### config.mk
export PLATFORM = sky130hd
export DESIGN_NAME = cid_decode
export DESIGN_NICKNAME = d
export VERILOG_FILES = /design/src/verilog/cid_pkg.sv /design/src/verilog/cid_decode.sv
export SDC_FILE = /design/constraint.sdc
export NUM_CORES = 1
export LEC_CHECK = 0
export BUFFER_PORTS_ARGS = -buffer_cell sky130_fd_sc_hd__buf_2
export CAP_MARGIN = 20
export CORE_UTILIZATION = 53
export CTS_CLUSTER_SIZE = 10
export DETAILED_ROUTE_END_ITERATION = 8
export PLACE_DENSITY = 0.8
export SLEW_MARGIN = 20
export SYNTH_ARGS = -nofsm -noshare
export SYNTH_HDL_FRONTEND = slang
export SYNTH_SLANG_ARGS = --single-unit
### constraint.sdc
create_clock -name clock_in -period 2.67 [get_ports clock_in]
set_clock_uncertainty 0.15 [all_clocks]
set_input_delay 0.267 -clock clock_in [delete_from_list [all_inputs] [get_ports clock_in]]
set_output_delay 0.267 -clock clock_in [all_outputs]
set_load 0.03 [all_outputs]
### src/verilog/cid_pkg.sv
package cid_pkg;

  // ****************************************************************
  // Word geometry and field positions
  // ****************************************************************
  localparam int WORD_W = 16;
  localparam logic [15:0] NOP_WORD = 16'h0000;
  localparam logic [3:0] WORD2_MARK = 4'hF;
  localparam int DEST_BIT = 9;
  localparam int ACCESS_BIT = 8;
  localparam int BITNUM_LSB = 9;
  localparam int CALL_FAST_BIT = 8;
  localparam int RET_FAST_BIT = 0;
  localparam int LFSR_SEL_LSB = 4;
  localparam int ADDFSR_SEL_LSB = 6;

  // ****************************************************************
  // Sequencing
  // ****************************************************************
  localparam int QUARTERS = 4;

  typedef enum logic [3:0] {
    CID_Q1 = 4'h1,
    CID_Q2 = 4'h2,
    CID_Q3 = 4'h4,
    CID_Q4 = 4'h8
  } cid_phase_t;

  typedef enum logic [2:0] {
    CID_ST_EXEC = 3'h1,
    CID_ST_WORD2 = 3'h2,
    CID_ST_FLUSH = 3'h4
  } cid_state_t;

  // ****************************************************************
  // Decoded instruction
  // ****************************************************************
  typedef enum logic [2:0] {
    CID_CL_NOP = 3'h0,
    CID_CL_BYTE = 3'h1,
    CID_CL_BIT = 3'h2,
    CID_CL_LIT = 3'h3,
    CID_CL_CTRL = 3'h4,
    CID_CL_MOVE = 3'h5
  } cid_class_t;

  typedef enum logic [1:0] {
    CID_LW_8 = 2'h0,
    CID_LW_12 = 2'h1,
    CID_LW_20 = 2'h2
  } cid_lw_t;

  // Codes equal the two mode bits of the table instructions
  typedef enum logic [1:0] {
    CID_TBL_NONE = 2'h0,
    CID_TBL_POSTINC = 2'h1,
    CID_TBL_POSTDEC = 2'h2,
    CID_TBL_PREINC = 2'h3
  } cid_tbl_t;

  typedef struct packed {
    logic n;
    logic ov;
    logic z;
    logic dc;
    logic c;
  } cid_flags_t;

  localparam logic [4:0] FL_NONE = 5'h00;
  localparam logic [4:0] FL_ALL = 5'h1F;
  localparam logic [4:0] FL_ZN = 5'h14;
  localparam logic [4:0] FL_CZN = 5'h15;
  localparam logic [4:0] FL_Z = 5'h04;
  localparam logic [4:0] FL_C = 5'h01;
  localparam logic [4:0] STATUS_RST = 5'h00;

  typedef struct packed {
    logic [15:0] word;
    cid_class_t cls;
    logic [7:0] f_addr;
    logic dest_file;
    logic bank_sel;
    logic [2:0] bit_num;
    logic [1:0] ptr_sel;
    logic [11:0] src_addr;
    logic [11:0] dst_addr;
    logic [19:0] literal;
    cid_lw_t lit_width;
    logic [19:0] prog_addr;
    logic rel_addr;
    logic fast;
    cid_tbl_t tbl_mode;
    logic two_word;
    logic cond;
    logic pc_change;
    logic extended;
    cid_flags_t flag_mask;
  } cid_dec_t;

endpackage
### src/verilog/cid_decode.sv
`timescale 1ns/1ps
// What this block does
// - Decode all 75 core instructions plus the eight extended ones.
// - A single word is 16 bits: opcode plus operand fields.
// - Four instructions span two consecutive words, 32 bits in all.
// - Second words start with four ones; alone they run as no-op.
// - Byte instructions carry file address, destination and access bits.
// - Destination 0 writes working register, 1 writes the file register.
// - Access 0 uses access RAM; access 1 takes bank from bank register.
// - Bit instructions carry file address, access bit and 3-bit bit number.
// - File operand is 8-bit address or 2-bit pointer selector.
// - Register moves give 12-bit source and 12-bit destination addresses.
// - Literal field is 8, 12 or 20 bits depending on instruction.
// - Control words give program address, fast bit, table mode, or nothing.
// - Single word takes one cycle; taken test or jump adds a no-op cycle.
// - Double-word instructions always take two instruction cycles.
// - Each instruction cycle is exactly four oscillator periods.
// - Keep carry, digit carry, zero, overflow and negative flags.
// - Fast bit set on call or return uses shadows; clear leaves them.
// - Table pointer mode: no change, post-inc, post-dec, pre-inc.
module cid_decode (
  // Clock and reset
  input wire logic clock_in,
  input wire logic rst_in,
  // Fetch side
  input wire logic [15:0] instr_in,
  input wire logic instr_valid_in,
  // Datapath side
  input wire logic ext_enable_in,
  input wire logic cond_true_in,
  input wire cid_pkg::cid_flags_t alu_flags_in,
  // Sequencing
  output cid_pkg::cid_phase_t phase_out,
  output logic cycle_end_out,
  output logic fetch_take_out,
  output logic discard_out,
  output logic flush_out,
  output logic word2_out,
  // Decoded instruction and status
  output cid_pkg::cid_dec_t dec_out,
  output cid_pkg::cid_flags_t flags_out
);

  // ****************************************************************
  // State
  // ****************************************************************
  cid_pkg::cid_phase_t phase_r;
  cid_pkg::cid_state_t state_r;
  cid_pkg::cid_dec_t dec_r;
  cid_pkg::cid_dec_t dec_nxt;
  cid_pkg::cid_dec_t merged;
  cid_pkg::cid_flags_t status_r;
  logic [15:0] w;
  logic cycle_end;
  logic redirect;

  // ****************************************************************
  // Quarter-cycle sequencer
  // ****************************************************************
  // Four oscillator periods per instruction cycle
  always_ff @(posedge clock_in) begin
    if (rst_in) begin
      phase_r <= cid_pkg::CID_Q1;
    end else begin
      unique case (phase_r)
        cid_pkg::CID_Q1: phase_r <= cid_pkg::CID_Q2;
        cid_pkg::CID_Q2: phase_r <= cid_pkg::CID_Q3;
        cid_pkg::CID_Q3: phase_r <= cid_pkg::CID_Q4;
        cid_pkg::CID_Q4: phase_r <= cid_pkg::CID_Q1;
      endcase
    end
  end

  assign cycle_end = (phase_r == cid_pkg::CID_Q4);

  // Missing fetch word becomes a no-op rather than stale data
  assign w = instr_valid_in ? instr_in : cid_pkg::NOP_WORD;

  // ****************************************************************
  // First-word decode
  // ****************************************************************
  // Layouts per published encodings
  always_comb begin
    dec_nxt = '0;
    dec_nxt.word = w;
    dec_nxt.f_addr = w[7:0];
    dec_nxt.dest_file = w[cid_pkg::DEST_BIT];
    dec_nxt.bank_sel = w[cid_pkg::ACCESS_BIT];
    dec_nxt.literal = {12'h000, w[7:0]};
    dec_nxt.lit_width = cid_pkg::CID_LW_8;
    casez (w)
      // Control group without operands, table and returns
      16'b0000_0000_0000_0000: dec_nxt.cls = cid_pkg::CID_CL_NOP;
      16'b0000_0000_0000_0011,
      16'b0000_0000_0000_0100,
      16'b0000_0000_0000_0101,
      16'b0000_0000_0000_0110: dec_nxt.cls = cid_pkg::CID_CL_CTRL;
      16'b0000_0000_0000_0111: begin
        dec_nxt.cls = cid_pkg::CID_CL_CTRL;
        dec_nxt.flag_mask = cid_pkg::FL_C;
      end
      16'b0000_0000_0000_1???: begin
        dec_nxt.cls = cid_pkg::CID_CL_CTRL;
        dec_nxt.tbl_mode = cid_pkg::cid_tbl_t'(w[1:0]);
      end
      16'b0000_0000_0001_000?,
      16'b0000_0000_0001_001?: begin
        dec_nxt.cls = cid_pkg::CID_CL_CTRL;
        dec_nxt.fast = w[cid_pkg::RET_FAST_BIT];
        dec_nxt.pc_change = 1'b1;
      end
      16'b0000_0000_0001_0100: begin
        dec_nxt.cls = ext_enable_in ? cid_pkg::CID_CL_CTRL
                                    : cid_pkg::CID_CL_NOP;
        dec_nxt.extended = ext_enable_in;
        dec_nxt.pc_change = ext_enable_in;
      end
      16'b0000_0000_1111_1111: begin
        dec_nxt.cls = cid_pkg::CID_CL_CTRL;
        dec_nxt.pc_change = 1'b1;
      end
      16'b0000_0001_0000_????: begin
        dec_nxt.cls = cid_pkg::CID_CL_LIT;
        dec_nxt.literal = {16'h0000, w[3:0]};
      end
      16'b0000_001?_????_????: dec_nxt.cls = cid_pkg::CID_CL_BYTE;
      // Literal group
      16'b0000_1100_????_????: begin
        dec_nxt.cls = cid_pkg::CID_CL_LIT;
        dec_nxt.pc_change = 1'b1;
      end
      16'b0000_1101_????_????,
      16'b0000_1110_????_????: dec_nxt.cls = cid_pkg::CID_CL_LIT;
      16'b0000_1000_????_????,
      16'b0000_1111_????_????: begin
        dec_nxt.cls = cid_pkg::CID_CL_LIT;
        dec_nxt.flag_mask = cid_pkg::FL_ALL;
      end
      16'b0000_10??_????_????: begin
        dec_nxt.cls = cid_pkg::CID_CL_LIT;
        dec_nxt.flag_mask = cid_pkg::FL_ZN;
      end
      // Byte-oriented file operations
      16'b0000_01??_????_????,
      16'b0010_0???_????_????,
      16'b0010_10??_????_????,
      16'b0101_01??_????_????,
      16'b0101_1???_????_????,
      16'b0110_110?_????_????: begin
        dec_nxt.cls = cid_pkg::CID_CL_BYTE;
        dec_nxt.flag_mask = cid_pkg::FL_ALL;
      end
      16'b0001_????_????_????,
      16'b0100_0???_????_????,
      16'b0101_00??_????_????: begin
        dec_nxt.cls = cid_pkg::CID_CL_BYTE;
        dec_nxt.flag_mask = cid_pkg::FL_ZN;
      end
      16'b0011_0???_????_????: begin
        dec_nxt.cls = cid_pkg::CID_CL_BYTE;
        dec_nxt.flag_mask = cid_pkg::FL_CZN;
      end
      16'b0110_101?_????_????: begin
        dec_nxt.cls = cid_pkg::CID_CL_BYTE;
        dec_nxt.flag_mask = cid_pkg::FL_Z;
      end
      16'b0011_10??_????_????,
      16'b0110_1?0?_????_????,
      16'b0110_111?_????_????: dec_nxt.cls = cid_pkg::CID_CL_BYTE;
      // Skip-on-test byte operations
      16'b0010_11??_????_????,
      16'b0011_11??_????_????,
      16'b0100_1???_????_????,
      16'b0110_0???_????_????: begin
        dec_nxt.cls = cid_pkg::CID_CL_BYTE;
        dec_nxt.cond = 1'b1;
      end
      // Bit-oriented operations
      16'b0111_????_????_????,
      16'b100?_????_????_????,
      16'b101?_????_????_????: begin
        dec_nxt.cls = cid_pkg::CID_CL_BIT;
        dec_nxt.bit_num = w[cid_pkg::BITNUM_LSB +: 3];
        dec_nxt.cond = w[15] & w[13]; // Toggle has no
      end
      // Register move, first word carries source
      16'b1100_????_????_????: begin
        dec_nxt.cls = cid_pkg::CID_CL_MOVE;
        dec_nxt.src_addr = w[11:0];
        dec_nxt.two_word = 1'b1;
      end
      // Relative branch and relative call, 11-bit offset
      16'b1101_????_????_????: begin
        dec_nxt.cls = cid_pkg::CID_CL_CTRL;
        dec_nxt.prog_addr = {{9{w[10]}}, w[10:0]};
        dec_nxt.rel_addr = 1'b1;
        dec_nxt.pc_change = 1'b1;
      end
      // Conditional branches, 8-bit offset
      16'b1110_0???_????_????: begin
        dec_nxt.cls = cid_pkg::CID_CL_CTRL;
        dec_nxt.prog_addr = {{12{w[7]}}, w[7:0]};
        dec_nxt.rel_addr = 1'b1;
        dec_nxt.cond = 1'b1;
      end
      // Extended pointer arithmetic and literal push
      16'b1110_100?_????_????: begin
        dec_nxt.cls = ext_enable_in ? cid_pkg::CID_CL_LIT
                                    : cid_pkg::CID_CL_NOP;
        dec_nxt.extended = ext_enable_in;
        dec_nxt.ptr_sel = w[cid_pkg::ADDFSR_SEL_LSB +: 2];
        dec_nxt.literal = {14'h0000, w[5:0]};
        dec_nxt.pc_change = ext_enable_in & (&w[7:6]);
      end
      16'b1110_1010_????_????: begin
        dec_nxt.cls = ext_enable_in ? cid_pkg::CID_CL_LIT
                                    : cid_pkg::CID_CL_NOP;
        dec_nxt.extended = ext_enable_in;
      end
      16'b1110_1011_????_????: begin
        dec_nxt.cls = ext_enable_in ? cid_pkg::CID_CL_MOVE
                                    : cid_pkg::CID_CL_NOP;
        dec_nxt.extended = ext_enable_in;
        dec_nxt.src_addr = {5'h00, w[6:0]};
        dec_nxt.two_word = ext_enable_in;
      end
      // Absolute call, pointer load and jump: double-word
      16'b1110_110?_????_????: begin
        dec_nxt.cls = cid_pkg::CID_CL_CTRL;
        dec_nxt.fast = w[cid_pkg::CALL_FAST_BIT];
        dec_nxt.lit_width = cid_pkg::CID_LW_20;
        dec_nxt.prog_addr = {12'h000, w[7:0]};
        dec_nxt.two_word = 1'b1;
      end
      16'b1110_1110_00??_????: begin
        dec_nxt.cls = cid_pkg::CID_CL_LIT;
        dec_nxt.ptr_sel = w[cid_pkg::LFSR_SEL_LSB +: 2];
        dec_nxt.literal = {8'h00, w[3:0], 8'h00};
        dec_nxt.lit_width = cid_pkg::CID_LW_12;
        dec_nxt.two_word = 1'b1;
      end
      16'b1110_1111_????_????: begin
        dec_nxt.cls = cid_pkg::CID_CL_CTRL;
        dec_nxt.lit_width = cid_pkg::CID_LW_20;
        dec_nxt.prog_addr = {12'h000, w[7:0]};
        dec_nxt.two_word = 1'b1;
      end
      // Stray second word or unused code runs as a no-op
      default: dec_nxt.cls = cid_pkg::CID_CL_NOP;
    endcase
  end

  // ****************************************************************
  // Second-word merge
  // ****************************************************************
  // Only the low twelve bits of the second word carry operand data
  always_comb begin
    merged = dec_r;
    merged.word = w;
    casez (dec_r.word[15:8])
      8'b1100_????: merged.dst_addr = w[11:0];
      8'b1110_1011: merged.dst_addr = dec_r.word[7]
                                      ? {5'h00, w[6:0]} : w[11:0];
      8'b1110_1110: merged.literal[7:0] = w[7:0];
      8'b1110_11?1,
      8'b1110_110?: begin
        merged.literal = {w[11:0], dec_r.word[7:0]};
        merged.prog_addr = {w[11:0], dec_r.word[7:0]};
        merged.pc_change = 1'b1;
      end
      default: merged.dst_addr = dec_r.dst_addr;
    endcase
    // Malformed second word degrades the pair to a no-op
    if (w[15:12] != cid_pkg::WORD2_MARK) begin
      merged = '0;
      merged.word = w;
    end
  end

  // ****************************************************************
  // Cycle control
  // ****************************************************************
  // Taken test or jump in a one-word instruction drops the prefetch
  assign redirect = (state_r != cid_pkg::CID_ST_FLUSH) & !dec_r.two_word
                  & (dec_r.pc_change | (dec_r.cond & cond_true_in));

  // Skip over a pair ends up three cycles: the orphan second word
  // decodes as a no-op on its own, so no extra counter is needed.
  always_ff @(posedge clock_in) begin
    if (rst_in) begin
      state_r <= cid_pkg::CID_ST_EXEC;
      dec_r <= '0;
    end else if (cycle_end) begin
      unique case (state_r)
        cid_pkg::CID_ST_EXEC: begin
          if (dec_r.two_word) begin
            state_r <= cid_pkg::CID_ST_WORD2;
            dec_r <= merged;
          end else if (redirect) begin
            state_r <= cid_pkg::CID_ST_FLUSH;
            dec_r <= '0;
          end else begin
            dec_r <= dec_nxt;
          end
        end
        cid_pkg::CID_ST_WORD2: begin
          state_r <= cid_pkg::CID_ST_EXEC;
          dec_r <= dec_nxt;
        end
        cid_pkg::CID_ST_FLUSH: begin
          state_r <= cid_pkg::CID_ST_EXEC;
          dec_r <= dec_nxt;
        end
      endcase
    end
  end

  // ****************************************************************
  // Status flags
  // ****************************************************************
  // Only flags named by the decoded mask take the ALU result
  always_ff @(posedge clock_in) begin
    if (rst_in) begin
      status_r <= cid_pkg::STATUS_RST;
    end else if (cycle_end && state_r != cid_pkg::CID_ST_FLUSH) begin
      status_r <= (status_r & ~dec_r.flag_mask)
                | (alu_flags_in & dec_r.flag_mask);
    end
  end

  // ****************************************************************
  // Outputs
  // ****************************************************************
  assign phase_out = phase_r;
  assign cycle_end_out = cycle_end;
  assign fetch_take_out = cycle_end;
  assign discard_out = cycle_end & (state_r == cid_pkg::CID_ST_EXEC)
                     & redirect;
  assign flush_out = (state_r == cid_pkg::CID_ST_FLUSH);
  assign word2_out = (state_r == cid_pkg::CID_ST_WORD2);
  assign dec_out = dec_r;
  assign flags_out = status_r;

endmodule // cid_decode

==> results.cfg <==
[cts]
worstSkewPairLatency_ns = 0.53
cts_buffers = 17
clkTransAtPathRegs_ns = 0.06
clockRootBuffer = clkbuf_8
htree_levels = 4
cts_tree = yes
cts_sinks = 124
cts.path.max_buffers = 2

[synthesis]
yosysTopAreaCellShare_pct = 43.6
netlist_area_um2 = 5690
async_flop_share_pct = 0
syn_inst = 725
synth_top_area_cell = dfxtp_1
ys.flop_type = dfxtp_1
ys_ff_latch = 124
syn-num-nets = 751
ys_types = 65
synth_area_leaders = dfxtp_1 44%, nor2_1 6.3%, nand2_1 5.5%
synth-edff-count = 0
synth_area_per_cell_um2 = 7.85
ys_seq_area_share_pct = 43.6
yosysWarnings = 0

[sta]
maxSlewHeadroom_pct = 25.9
setup_viol = 0
whs_ns = 0.0321
drv_slew = 0
min_period_ns = 2.59
rsz0062_at_grt = no
max_freq_mhz = 386
finalHoldViolCount = 0
setup_tns_ns = 0
post-route-period-util_pct = 96.9
worst_pin_slew_ns = 1.11

[placement]
dp_hpwl_mm = 13.6
port_buffers = 152
gp_congestion = 0.985

[setup_path]
critPathLaunchType = register
cp.arrival_ns = 2.17
worstRegToRegCells = 8
worstSetupPathType = register to output pin
cp_max_fo = 10
reg2reg_setup_slack_ns = 0.20
required_ns = 2.25
crit_path_end_kind = output pin

[cells_and_area]
fillers = 824
fin_util_pct = 70.6
diodes = 0
drive_gt1_share_pct = 26.2
area_growth_pct = 28.5
nets = 904

[grt]
gr-total-overflow = 0
antenna_found_initial = 0
grt_pass1_wl_mm = 29.9
gr-usage-all-layers_pct = 34.6
grt_pass1_vias = 5758
grt_max_degree = 43

[routing]
via_per_inst = 6.11
routed_wirelength_mm = 19.3
drc_errors = 0
vias = 6279
drt_pass1_iterations = 8
wl_per_cell_um = 18.8
drtIter0Drc = 801
final_antenna_net_count = 0

[floorplanning]
die_x_um = 106
core_area_um2 = 10400
rows = 37
dieArea_um2 = 11200
die_height_um = 106
io_pins = 153
initial_utilization_pct = 54.9

[pwr]
power_density_nw_per_um2 = 604
p_leak_nw = 3.11
ir_worst_vdd_mv = 0.475

[status]
status = finished clean

[min_path]
min_path_type = primary input to register
holdPathStages = 2

[run]
maxCapViolCount = 0
## cell type report
cell class,instances,area [µm²],area share (%)
clock buffer,20,455,6.22
clock inverter,12,139,1.90
inverter,9,33.8,0.462
multi-input combinational,534,2940,40.1
sequential,124,2480,33.9
tap,136,170,2.33
timing repair buffer,192,1100,15.0
## cells by family (layout without fill, tap and decap cells)
logic type / after synthesis / in the layout / share of synthesized area (%)
AOI/OAI and AO/OA: 198 / 198 / 22.3
xor gates and xnor gates: 3 / 3 / 0.462
buffers and inverters: 67 / 233 / 5.10
DFF: 124 / 124 / 43.6
muxes: 5 / 5 / 0.879
and+or+nand+nor: 328 / 328 / 27.6
## path summary, 6_finish.rpt
path,from,to
min reg2reg,dec_out[51]$_SDFFE_PP0P_,dec_out[51]$_SDFFE_PP0P_
min,instr_in[12],dec_out[109]$_SDFFE_PP0P_
max,phase_out[3]$_SDFF_PP0_,discard_out
max reg2reg,phase_out[3]$_SDFF_PP0_,dec_out[61]$_SDFFE_PP0P_
## layout by cell type (no fill, tap or decap), drive strengths merged, types with 6 or more instances in the layout
master / instances
a211oi: 7
a21oi: 61
a221oi: 6
a22oi: 16
a31oi: 19
and2: 7
buf: 182
clkbuf: 20
clkinv: 6
dfxtp: 124
dlygate4sd3: 10
inv: 9
nand2: 84
nand2b: 10
nand3: 31
nor2: 97
nor2b: 7
nor3: 48
nor4: 9
o21ai: 47
## registers in the layout (all words and copies together), names as in the netlist, named ones only
| signal | cells |
|---|---|
| state_r | 3 |
| phase_out | 4 |
| dec_out | 112 |
## where the power goes
| part | switching (mW) | internal (mW) |
|---|---|---|
| Clock | 0.879 | 1.41 |
| Combinational | 0.190 | 0.0815 |
| Sequential | 0.00528 | 1.86 |
| Total | 1.07 | 3.35 |
## repair_timing
item | in CTS | in global routing
pin swaps | 1 | 0
hold buffers | 10 | 0
setup endpoints to repair | 1 | 4
hold endpoints to repair | 19 | 0
buffers inserted | 1 | 0
gates resized for setup | 1 | 2
cloned | 0 | 0
## synthesized netlist by cell type, drive strengths merged, types with 10 or more instances
cell	number
o21ai	47
a31oi	19
dfxtp	124
clkbuf	37
nand2	84
a22oi	16
nand2b	10
a21oi	61
nand3	31
buf	21
nor2	97
nor3	48
## layer usage
metal	routed length, µm	up-vias	part of all wire, %	global-route usage (%)
li1	-	2919	-	-
met1	7910	2951	41	45.2
met2	8960	352	46	53.7
met3	1920	57	9.9	9.71
met4	535	0	2.8	14.4
met5	0	-	0	0
## critical path, stage by stage, from the launching register on
cell,delay (ns)
dfxtp_1,0.39
or4b_4,0.52
clkinv_1,0.12
buf_4,0.19
nand2_1,0.09
nor3_2,0.14
buf_4,0.19
## stage by stage
step / power, mW / setup WS (ns) / area [µm²] / cells
floorplan: 2.06 / 0.0972 / 5690 / 725
global placement: 2.14 / 0.257 / 6600 / 984
detailed placement: 2.15 / 0.173 / 6600 / 984
CTS: 4.42 / 0.00827 / 7300 / 1027
global route: 4.54 / 0.00635 / 7320 / 1027
finish: 4.42 / 0.0823 / 7320 / 1027
(Power assumes the default switching activity.)
